==> config.mk <==
export PLATFORM = sky130hd
export DESIGN_NAME = kdsc_top
export DESIGN_NICKNAME = d
export VERILOG_FILES = /design/src/kdsc_pkg.sv /design/src/kdsc_top.sv
export SDC_FILE = /design/constraint.sdc
export NUM_CORES = 1
export LEC_CHECK = 0
export CORE_UTILIZATION = 35
export DETAILED_ROUTE_END_ITERATION = 6
export DONT_BUFFER_PORTS = 1
export PLACE_DENSITY = 0.52
export SLEW_MARGIN = 0
export SYNTH_ARGS = -nofsm -noshare
export SYNTH_HDL_FRONTEND = slang
export SYNTH_SLANG_ARGS = --single-unit
==> constraint.sdc <==
create_clock -name mclk -period 18.9 [get_ports mclk]
set_input_delay 1.89 -clock mclk [delete_from_list [all_inputs] [get_ports mclk]]
set_output_delay 1.89 -clock mclk [all_outputs]
set_load 0.005 [all_outputs]
==> src/kdsc_pkg.sv <==
// Package: constants, encodings and state layout of the keyboard/display scan controller
package kdsc_pkg;

    // ****************************************************************
    // Clock and timing
    // ****************************************************************
    localparam int CLK_HZ = 100_000_000;
    localparam int SCAN_HZ = 180;
    localparam int POS_PER_SCAN = 16;
    localparam int ROW_CYC = CLK_HZ / (SCAN_HZ * POS_PER_SCAN);
    localparam longint PROC_CLK_HZ = 740_000;
    localparam longint DEB_MS = 11;
    localparam longint DEB_PCLK = PROC_CLK_HZ * DEB_MS / 1000;
    localparam int DEB_CYC = int'(DEB_PCLK * CLK_HZ / PROC_CLK_HZ);
    localparam int CNT_W = 32;

    // ****************************************************************
    // Register map (byte addresses) and field positions
    // ****************************************************************
    localparam logic [3:0] REG_CMD = 4'h0;
    localparam logic [3:0] REG_SEL = 4'h4;
    localparam logic [3:0] REG_STAT = 4'h8;
    localparam logic [3:0] REG_KEY = 4'hc;
    localparam int CMD_OP_LSB = 0;
    localparam int CMD_ACC_LSB = 8;
    localparam int SEL_ODD_LSB = 0;
    localparam int SEL_EVEN_LSB = 4;
    localparam int ST_CNT_LSB = 0;
    localparam int ST_OVER = 4;
    localparam int ST_SEL = 5;
    localparam int ST_REGB = 6;
    localparam int ST_BLANK = 7;
    localparam int ST_IN_LSB = 8;
    localparam int ST_OUT_LSB = 10;
    localparam int ST_PTR_LSB = 12;
    localparam int ST_AB = 17;
    localparam int ST_ACC_LSB = 20;

    // ****************************************************************
    // Instruction codes and select nibbles
    // ****************************************************************
    localparam logic [7:0] OP_WRM = 8'he0;
    localparam logic [7:0] OP_WMP = 8'he1;
    localparam logic [7:0] OP_MODE = 8'he4;
    localparam logic [7:0] OP_PRST = 8'he5;
    localparam logic [7:0] OP_CLR = 8'he7;
    localparam logic [7:0] OP_RDM = 8'he9;
    localparam logic [7:0] OP_RD3 = 8'hef;
    localparam logic [1:0] CHIP_ADDR = 2'h1;
    localparam logic [3:0] SEL_BHI = 4'h7;

    // ****************************************************************
    // Modes, blank codes, sizes
    // ****************************************************************
    localparam logic [1:0] OUT_INDIV = 2'h0;
    localparam logic [1:0] OUT_GAS20 = 2'h1;
    localparam logic [1:0] OUT_GAS18 = 2'h2;
    localparam logic [1:0] OUT_GAS16 = 2'h3;
    localparam logic [1:0] IN_SENSOR = 2'h0;
    localparam logic [1:0] IN_SCANKB = 2'h1;
    localparam logic [1:0] IN_ENC = 2'h2;
    localparam logic [1:0] IN_UNUSED = 2'h3;
    localparam logic [3:0] BLANK_IND = 4'hf;
    localparam logic [3:0] BLANK_GAS_A = 4'h2;
    localparam logic [3:0] BLANK_GAS_B = 4'h0;
    localparam logic [4:0] GAS_LEN16 = 5'h10;
    localparam logic [4:0] GAS_LEN18 = 5'h12;
    localparam logic [4:0] GAS_LEN20 = 5'h14;
    localparam logic [4:0] IND_LEN = 5'h10;
    localparam int DISP_DEPTH = 20;
    localparam int FIFO_DEPTH = 8;
    localparam logic [3:0] FIFO_FULL = 4'h8;
    localparam logic [2:0] LAST_ROW = 3'h7;

    // Whole block state, registered as one word
    typedef struct packed {
        logic ack;
        logic [31:0] rdata;
        logic sel;
        logic reg_b;
        logic force_b;
        logic blank;
        logic [1:0] in_mode;
        logic [1:0] out_mode;
        logic deep8a;
        logic deep8b;
        logic [4:0] ptr;
        logic ab;
        logic [3:0] acc_out;
        logic [DISP_DEPTH-1:0][3:0] dispa;
        logic [DISP_DEPTH-1:0][3:0] dispb;
        logic [CNT_W-1:0] cnt;
        logic [2:0] row;
        logic half;
        logic [4:0] gas_idx;
        logic [FIFO_DEPTH-1:0][7:0] fifo;
        logic [2:0] wr;
        logic [2:0] rd;
        logic [3:0] count;
        logic over;
        logic [5:0] cand;
        logic cand_v;
        logic [CNT_W-1:0] deb;
        logic [5:0] last;
        logic last_v;
        logic strobe_prev;
        logic [7:0] scan;
        logic [3:0] pa;
        logic [3:0] pb;
        logic irq;
    } kdsc_state_s;

endpackage

==> src/kdsc_top.sv <==
// Keyboard/display scan controller: command decode, display refresh, key scan and buffer
//
// Overview of operation
// - Select accepted only with chip address 01
// - Instructions ignored until first addressed select
// - Mode write loads modes from accumulator nibble
// - Bits 3:2 pick display output mode
// - Bits 1:0 pick keyboard input mode
// - Reset gives scanned keyboard, 16-char gas
// - Gas char: low nibble B, top bits A
// - Gas pointer alternates A0, B0, A1, B1
// - Individual mode: A on port A, B on B
// - Gas: 6-bit char, A2 clock, A3 reset
// - Single walking one across eight scan lines
// - Return lines stored at active row's location
// - Half-scan toggle flips after each pass of the eight scan lines
// - Display refresh in step, 180 Hz full scan
// - Keyboard debounce about 11 ms
// - Eight-key FIFO, sensor memory, two-key rollover
// - Interrupt asserted when character enters buffer
// - Status: character count and over-entry flag
// - Clear resets logic, fills and blanks display
// - Select 0100/0101 targets A/B, odd character
// - Select 0111 targets B, forces B high in individual mode
// - Pointer reset clears pointer, sets depths
// - External reset restores 16-deep registers
// - 8-deep register shows low eight characters
`timescale 1ns/1ps

module kdsc_top #(
    parameter int ROW_CYCLES = kdsc_pkg::ROW_CYC,
    parameter int DEB_CYCLES = kdsc_pkg::DEB_CYC
) (
    // Clock and reset
    input wire logic mclk,
    input wire logic rst,
    // Avalon-MM register slave
    input wire logic [3:0] avs_address,
    input wire logic avs_read,
    input wire logic avs_write,
    input wire logic [31:0] avs_writedata,
    output logic [31:0] avs_readdata,
    output logic avs_waitrequest,
    // Scan side
    output logic [7:0] scan_drive_lines,
    output logic half_scan_toggle,
    output logic [3:0] port_a_outputs,
    output logic [3:0] port_b_outputs,
    input wire logic [7:0] return_sense_lines,
    input wire logic shift_key,
    input wire logic control_key,
    // Key interrupt
    output logic key_irq_n
);

    // ****************************************************************
    // Helpers
    // ****************************************************************
    function automatic logic [4:0] disp_len(input logic [1:0] om);
        case (om)
            kdsc_pkg::OUT_GAS20: disp_len = kdsc_pkg::GAS_LEN20;
            kdsc_pkg::OUT_GAS18: disp_len = kdsc_pkg::GAS_LEN18;
            kdsc_pkg::OUT_GAS16: disp_len = kdsc_pkg::GAS_LEN16;
            default: disp_len = kdsc_pkg::IND_LEN;
        endcase
    endfunction

    function automatic logic [3:0] blank_a(input logic [1:0] om);
        blank_a = (om == kdsc_pkg::OUT_INDIV) ? kdsc_pkg::BLANK_IND : kdsc_pkg::BLANK_GAS_A;
    endfunction

    function automatic logic [3:0] blank_b(input logic [1:0] om);
        blank_b = (om == kdsc_pkg::OUT_INDIV) ? kdsc_pkg::BLANK_IND : kdsc_pkg::BLANK_GAS_B;
    endfunction

    function automatic logic [2:0] low_col(input logic [7:0] v);
        low_col = 3'h0;
        for (int k = 7; k >= 0; k--) begin
            if (v[k]) begin
                low_col = 3'(k);
            end
        end
    endfunction

    kdsc_pkg::kdsc_state_s s_q;
    kdsc_pkg::kdsc_state_s s_d;

    logic tick;
    logic take;
    logic push;
    logic pop;
    logic [7:0] push_data;
    logic [7:0] ret;
    logic [5:0] code6;
    logic [3:0] acc;
    logic [3:0] odd;
    logic [3:0] even;
    logic [7:0] op;
    logic gas;
    logic [3:0] pos;
    logic [3:0] ia;
    logic [3:0] ib;
    logic [4:0] len;
    logic dwrite;
    logic dread;
    logic dinc;
    logic [3:0] dval;

    // ****************************************************************
    // Next-state logic
    // ****************************************************************
    always_comb begin
        s_d = s_q;
        ret = return_sense_lines;
        code6 = {s_q.row, low_col(ret)};
        acc = avs_writedata[kdsc_pkg::CMD_ACC_LSB +: 4];
        op = avs_writedata[kdsc_pkg::CMD_OP_LSB +: 8];
        odd = avs_writedata[kdsc_pkg::SEL_ODD_LSB +: 4];
        even = avs_writedata[kdsc_pkg::SEL_EVEN_LSB +: 4];
        gas = (s_q.out_mode != kdsc_pkg::OUT_INDIV);
        len = disp_len(s_q.out_mode);
        push = 1'b0;
        pop = 1'b0;
        push_data = 8'h00;
        dwrite = 1'b0;
        dread = 1'b0;
        dinc = 1'b0;
        dval = 4'h0;

        // Row timer: sixteen positions per full scan at the refresh rate
        tick = (s_q.cnt == kdsc_pkg::CNT_W'(ROW_CYCLES - 1));
        s_d.cnt = tick ? '0 : s_q.cnt + 1'b1;
        if (tick) begin
            s_d.row = s_q.row + 1'b1;
            if (s_q.row == kdsc_pkg::LAST_ROW) begin
                s_d.half = ~s_q.half;
            end
            s_d.gas_idx = (s_q.gas_idx + 1'b1 >= len) ? 5'h0 : s_q.gas_idx + 1'b1;
        end

        // Return lines sampled at the end of each row, row still driven
        if (tick && s_q.in_mode == kdsc_pkg::IN_SENSOR) begin
            s_d.fifo[s_q.row] = ret;
        end
        if (s_q.cand_v && s_q.deb != '0) begin
            s_d.deb = s_q.deb - 1'b1;
        end
        if (tick && s_q.in_mode == kdsc_pkg::IN_SCANKB) begin
            // Held key released: it may be entered again later
            if (s_q.last_v && s_q.row == s_q.last[5:3] && !ret[s_q.last[2:0]]) begin
                s_d.last_v = 1'b0;
            end
            if (s_q.cand_v && s_q.row == s_q.cand[5:3]) begin
                if (!ret[s_q.cand[2:0]]) begin
                    s_d.cand_v = 1'b0;
                end else if (s_q.deb == '0) begin
                    push = 1'b1;
                    push_data = {control_key, shift_key, s_q.cand};
                    s_d.cand_v = 1'b0;
                    s_d.last = s_q.cand;
                    s_d.last_v = 1'b1;
                end
            end else if (!s_q.cand_v && ret != 8'h00 && !(s_q.last_v && code6 == s_q.last)) begin
                // A second key is taken while the first is still held
                s_d.cand = code6;
                s_d.cand_v = 1'b1;
                s_d.deb = kdsc_pkg::CNT_W'(DEB_CYCLES);
            end
        end
        // Encoded keyboard: strobe edge enters the byte on the return lines
        s_d.strobe_prev = control_key;
        if (s_q.in_mode == kdsc_pkg::IN_ENC && control_key && !s_q.strobe_prev) begin
            push = 1'b1;
            push_data = ret;
        end

        // Bus: one wait cycle, effect and data on the second cycle
        s_d.ack = (avs_read || avs_write) && !s_q.ack;
        take = (avs_read || avs_write) && s_q.ack;
        if (!s_q.ack) begin
            case (avs_address)
                kdsc_pkg::REG_STAT: begin
                    s_d.rdata = '0;
                    s_d.rdata[kdsc_pkg::ST_CNT_LSB +: 4] = s_q.count;
                    s_d.rdata[kdsc_pkg::ST_OVER] = s_q.over;
                    s_d.rdata[kdsc_pkg::ST_SEL] = s_q.sel;
                    s_d.rdata[kdsc_pkg::ST_REGB] = s_q.reg_b;
                    s_d.rdata[kdsc_pkg::ST_BLANK] = s_q.blank;
                    s_d.rdata[kdsc_pkg::ST_IN_LSB +: 2] = s_q.in_mode;
                    s_d.rdata[kdsc_pkg::ST_OUT_LSB +: 2] = s_q.out_mode;
                    s_d.rdata[kdsc_pkg::ST_PTR_LSB +: 5] = s_q.ptr;
                    s_d.rdata[kdsc_pkg::ST_AB] = s_q.ab;
                    s_d.rdata[kdsc_pkg::ST_ACC_LSB +: 4] = s_q.acc_out;
                end
                kdsc_pkg::REG_KEY: begin
                    if (s_q.in_mode == kdsc_pkg::IN_SENSOR) begin
                        s_d.rdata = {24'h000000, s_q.fifo[s_q.ptr[2:0]]};
                    end else if (s_q.count != 4'h0) begin
                        s_d.rdata = {24'h000000, s_q.fifo[s_q.rd]};
                    end else begin
                        s_d.rdata = '0;
                    end
                end
                default: s_d.rdata = '0;
            endcase
        end
        if (take && avs_read && avs_address == kdsc_pkg::REG_KEY
            && s_q.in_mode != kdsc_pkg::IN_SENSOR && s_q.count != 4'h0) begin
            pop = 1'b1;
        end
        if (take && avs_write && avs_address == kdsc_pkg::REG_SEL
            && even[3:2] == kdsc_pkg::CHIP_ADDR) begin
            s_d.sel = 1'b1;
            s_d.reg_b = even[0];
            s_d.ab = even[0];
            s_d.ptr = {1'b0, odd};
            s_d.force_b = (even == kdsc_pkg::SEL_BHI) && !gas;
        end
        if (take && avs_write && avs_address == kdsc_pkg::REG_CMD && s_q.sel) begin
            case (op)
                kdsc_pkg::OP_MODE: begin
                    s_d.out_mode = acc[3:2];
                    if (acc[1:0] != kdsc_pkg::IN_UNUSED) begin
                        s_d.in_mode = acc[1:0];
                    end
                end
                kdsc_pkg::OP_PRST: begin
                    s_d.ptr = 5'h0;
                    s_d.ab = 1'b0;
                    s_d.deep8b = acc[3];
                    s_d.deep8a = acc[2];
                    for (int i = 0; i < kdsc_pkg::DISP_DEPTH; i++) begin
                        s_d.dispa[i] = blank_a(s_q.out_mode);
                        s_d.dispb[i] = blank_b(s_q.out_mode);
                    end
                end
                kdsc_pkg::OP_CLR: begin
                    for (int i = 0; i < kdsc_pkg::DISP_DEPTH; i++) begin
                        s_d.dispa[i] = blank_a(s_q.out_mode);
                        s_d.dispb[i] = blank_b(s_q.out_mode);
                    end
                    s_d.blank = 1'b1;
                    s_d.wr = 3'h0;
                    s_d.rd = 3'h0;
                    s_d.count = 4'h0;
                    s_d.over = 1'b0;
                    s_d.cand_v = 1'b0;
                    s_d.last_v = 1'b0;
                    s_d.fifo = '0;
                end
                kdsc_pkg::OP_WRM: begin
                    dwrite = 1'b1;
                    dinc = 1'b1;
                end
                kdsc_pkg::OP_WMP: dwrite = 1'b1;
                kdsc_pkg::OP_RDM: begin
                    dread = 1'b1;
                    dinc = 1'b1;
                end
                kdsc_pkg::OP_RD3: dread = 1'b1;
                default: ;
            endcase
        end

        // Display memory access at the pointer; gas uses A/B side flag
        if (gas ? s_q.ab : s_q.reg_b) begin
            dval = s_q.dispb[s_q.ptr];
        end else begin
            dval = s_q.dispa[s_q.ptr];
        end
        if (dread) begin
            s_d.acc_out = dval;
        end
        if (dwrite) begin
            s_d.blank = 1'b0;
            if (gas ? s_q.ab : s_q.reg_b) begin
                s_d.dispb[s_q.ptr] = acc;
            end else begin
                s_d.dispa[s_q.ptr] = acc;
            end
        end
        if (dinc) begin
            if (!gas) begin
                s_d.ptr = {1'b0, s_q.ptr[3:0] + 1'b1};
            end else if (!s_q.ab) begin
                s_d.ab = 1'b1;
            end else begin
                s_d.ab = 1'b0;
                s_d.ptr = (s_q.ptr + 1'b1 >= len) ? 5'h0 : s_q.ptr + 1'b1;
            end
        end

        // Key buffer; a key that lands with a clear is still entered
        if (pop) begin
            s_d.rd = s_q.rd + 1'b1;
            s_d.count = s_d.count - 1'b1;
        end
        if (push) begin
            if (s_d.count == kdsc_pkg::FIFO_FULL) begin
                s_d.over = 1'b1;
            end else begin
                s_d.fifo[s_d.wr] = push_data;
                s_d.wr = s_d.wr + 1'b1;
                s_d.count = s_d.count + 1'b1;
            end
        end
        // Sensor mode holds the line while any intersection reads one
        s_d.irq = (s_q.in_mode == kdsc_pkg::IN_SENSOR) ? (s_q.fifo != '0)
                                                      : (s_d.count != 4'h0);

        // Output registers follow the scan position
        s_d.scan = 8'h01 << s_d.row;
        pos = {s_d.half, s_d.row};
        ia = s_q.deep8a ? {1'b0, s_d.row} : pos;
        ib = s_q.deep8b ? {1'b0, s_d.row} : pos;
        if (!gas) begin
            s_d.pa = s_q.blank ? kdsc_pkg::BLANK_IND : s_q.dispa[ia];
            s_d.pb = (s_q.blank || s_q.force_b) ? kdsc_pkg::BLANK_IND : s_q.dispb[ib];
        end else begin
            // Clock high in the first half of each character slot
            s_d.pa[3] = (s_d.gas_idx == 5'h0);
            s_d.pa[2] = (s_d.cnt < kdsc_pkg::CNT_W'(ROW_CYCLES / 2));
            s_d.pa[1:0] = s_q.blank ? kdsc_pkg::BLANK_GAS_A[1:0] : s_q.dispa[s_d.gas_idx][1:0];
            s_d.pb = s_q.blank ? kdsc_pkg::BLANK_GAS_B : s_q.dispb[s_d.gas_idx];
        end
    end

    // ****************************************************************
    // State register
    // ****************************************************************
    always_ff @(posedge mclk or posedge rst) begin
        if (rst) begin
            s_q <= '0;
            s_q.in_mode <= kdsc_pkg::IN_SCANKB;
            s_q.out_mode <= kdsc_pkg::OUT_GAS16;
            s_q.deep8a <= 1'b0;
            s_q.deep8b <= 1'b0;
            s_q.scan <= 8'h01;
        end else begin
            s_q <= s_d;
        end
    end

    // ****************************************************************
    // Outputs
    // ****************************************************************
    assign avs_waitrequest = (avs_read || avs_write) && !s_q.ack;
    assign avs_readdata = s_q.rdata;
    assign scan_drive_lines = s_q.scan;
    assign half_scan_toggle = s_q.half;
    assign port_a_outputs = s_q.pa;
    assign port_b_outputs = s_q.pb;
    assign key_irq_n = ~s_q.irq;

endmodule // kdsc_top

==> metrics.cfg <==
[finish]
diodes=0
fillers=6594
nNetsFinal=2486
stdcell_area_mm2=0.0259
areaGrowthSynthToFinish_pct=8.22
multiInputGateArea_mm2=0.0131
layout-drive-gt1-share_pct=12.1
regArea_mm2=0.00959
instances_no_fill=3330
fin_util_pct=38.4

[die]
die_w_um=263
dieArea_mm2=0.0693
start_util_pct=35.5
io_pins=101
core_mm2=0.0674
die_y_um=263
rows=95

[power_and_ir_drop]
pwr-share-clk_pct=51.0
peakVddDrop_mv=0.0615
p_switching_mw=0.454
cellLeakagePower_nw=10.4
finalPower_mw=1.86
intPower_mw=1.41
power_per_cell_area_mw_per_mm2=72.0
p_comb_share_pct=3.9
pwr-share-seq_pct=45.1
p_sw_share_pct=24.4

[clocking]
ctsResizeCount=0
path_clk_slew_ns=0.06
tritoncts=done
clockRootBuffer=clkbuf_16
clock_sinks=383
cts_buffers=48
h-tree-depth=2
clkLatencyLatePin_ns=0.62
cts_hold_buf=0
cts_setup_buffers=0
cts_buffer_depth=3

[worst_hold_path]
hold_depth=2
min_from=s_q[357]
hp-class=reg2reg
holdPathEnd=s_q[357]

[grt]
grt_pass1_vias=19100
grt_pass1_wl_um=121000
grt_use_total_pct=22.5
overflow=0
grt_max_degree=156
antenna_found_initial=1

[synthesis]
synth_ff_type=dfrtp_1
synthTopCellsByCount=dfrtp_1, a21oi_1, nor2_1, nand2_1, mux2i_1
synthCells=2558
synth_cell_types=90
ys_seq_area_share_pct=40.1
syn_area_per_cell_um2=9.34
synth_edf_count=0
synthArstFlopShare_pct=100
synth_largest_area_cell=dfrtp_1
synth_area_mm2=0.0239
yosysMostFrequentCell=dfrtp_1
synth.top_cell.area_share_pct=39.7
yosys_warnings=0
synth_area_leaders=dfrtp_1, a21oi_1, mux4_2
ys_seq_elements=383

[sta]
period_needed_ns=5.86
tns_ns=0
finalCritPeriodShare_pct=31.0
drv_slew=0
hold_ws_ns=0.494
clock.fmax_ghz=0.171
hold_viol=0
slew_headroom_pct=18.1
finalSetupViolCount=0
layout_setup_ws_ns=13.04
final.setup_skew_ns=0.0301
worst_pin_slew_ns=1.22
rsz0062_at_grt=false

[route]
via_per_inst=5.99
ant_nets=0
dr.pass1.iters=6
routed-via-count=19900
wl_per_cell_um=23.8
drc=0
totalWireLength_um=79100
drtIter0Drc=2138

[placement]
portBuffers=0
dp_hpwl_um=52300
place_area_mm2=0.0242
gp_congestion=0.869
post-place-ws_ns=12.46
dp.cells=3241

[worst_setup_path]
crit_fanout=21
worstPathRequired_ns=19.37
arrival_ns=6.34
rr_endpoint=s_q[116]
worstRegToRegCells=9
rrSetupSlack_ns=13.72
timing.rr.start=s_q[392]
start_kind=input port
endpoint_kind=flip-flop
critical_path_class=in2reg

[outcome]
status=finished, final reports clean

[job]
cap_violations=0

layer usage:
layer	wire [um]	GRT usage, %	vias up
met1	34400	30.9	9967
met3	6240	4.77	145
met2	36100	35.3	795
met4	2340	7.21	2
li1	-	-	9038
met5	13	0	-
area by class of cell:
type | instances | share of cell area [%]
clock buffer | 64 | 5.34
clock inverter | 25 | 0.933
inverter | 42 | 0.638
multi-input combinational | 1907 | 50.7
sequential | 383 | 37.1
tap | 873 | 4.22
timing repair buffer | 36 | 1.09
power by group through the flow:
stage,clock [mW],combinational [mW],sequential [mW]
6_report,0.949,0.0735,0.840
5_1_grt,1.00,0.0813,0.840
4_1_cts,0.971,0.0747,0.840
3_5_place_dp,0,0.0744,0.855
3_3_place_gp,0,0.0735,0.854
2_1_floorplan,0,0.0670,0.846
worst max-delay path, stage by stage:
cell,delay [ns]
or3_1,0.48
nor3_1,0.69
and3_1,0.91
nand2_1,0.40
nand4_1,0.32
nand2_2,0.31
or4_1,0.87
mux2_1,0.44
state kept, by name, indices dropped and copies added, names as in the netlist:
register          cells
port_b_outputs        4
code6                 3
port_a_outputs        4
avs_readdata         22
s_q                 341
half_scan_toggle      1
scan_drive_lines      8
worst max-delay path by stage:
stage / cells past startpoint / from / end / slack, ns
finish: 8 / avs_address[1] / s_q[116] / 13.04
global route: 9 / avs_address[1] / s_q[95] / 12.82
CTS: 8 / avs_address[1] / s_q[119] / 13.09
detailed placement: 8 / avs_address[1] / s_q[119] / 12.46
global placement: 8 / avs_address[1] / s_q[120] / 12.57
floorplan: 1 / rst / avs_readdata[0] / 6.37
cells by family (layout without fill, tap and decap cells):
| family | after synthesis | count (layout) | share of synthesized area, % |
|---|---|---|---|
| compound gates | 680 | 680 | 17.6 |
| simple gates | 840 | 840 | 17.1 |
| flops | 383 | 383 | 40.1 |
| mux | 277 | 277 | 15.8 |
| fa+ha+maj | 18 | 18 | 0.942 |
| xor+xnor | 82 | 82 | 3.00 |
| buf+inv | 277 | 167 | 5.41 |
| other cells | 1 | 10 | 0.0157 |
cell usage in the layout (no fill, tap or decap), drive strengths merged, types with 7 or more instances in the layout:
| master | synthesis | layout |
|---|---|---|
| and3 | 13 | 13 |
| and4 | 7 | 7 |
| clkbuf | 143 | 64 |
| a22o | 8 | 8 |
| ha | 18 | 18 |
| a221oi | 27 | 27 |
| buf | 92 | 36 |
| inv | 41 | 43 |
| o22ai | 17 | 17 |
| or3 | 13 | 13 |
| nand2 | 263 | 263 |
| a222oi | 10 | 10 |
| conb | 1 | 10 |
| o31ai | 67 | 67 |
| o21ai | 86 | 86 |
| a31oi | 9 | 9 |
| xor2 | 36 | 36 |
| xnor2 | 46 | 46 |
| a22oi | 20 | 20 |
| and2 | 21 | 21 |
| mux2 | 40 | 40 |
| nor2 | 316 | 316 |
| mux2i | 161 | 161 |
| dfrtp | 379 | 379 |
| nand4 | 31 | 31 |
| nor4 | 50 | 50 |
| nor3 | 33 | 33 |
| or4 | 9 | 9 |
| a311oi | 7 | 7 |
| mux4 | 76 | 76 |
| clkinv | 1 | 18 |
| nand3 | 47 | 47 |
| a21oi | 359 | 359 |
Note: power is estimated with default switching activity, not from simulation.
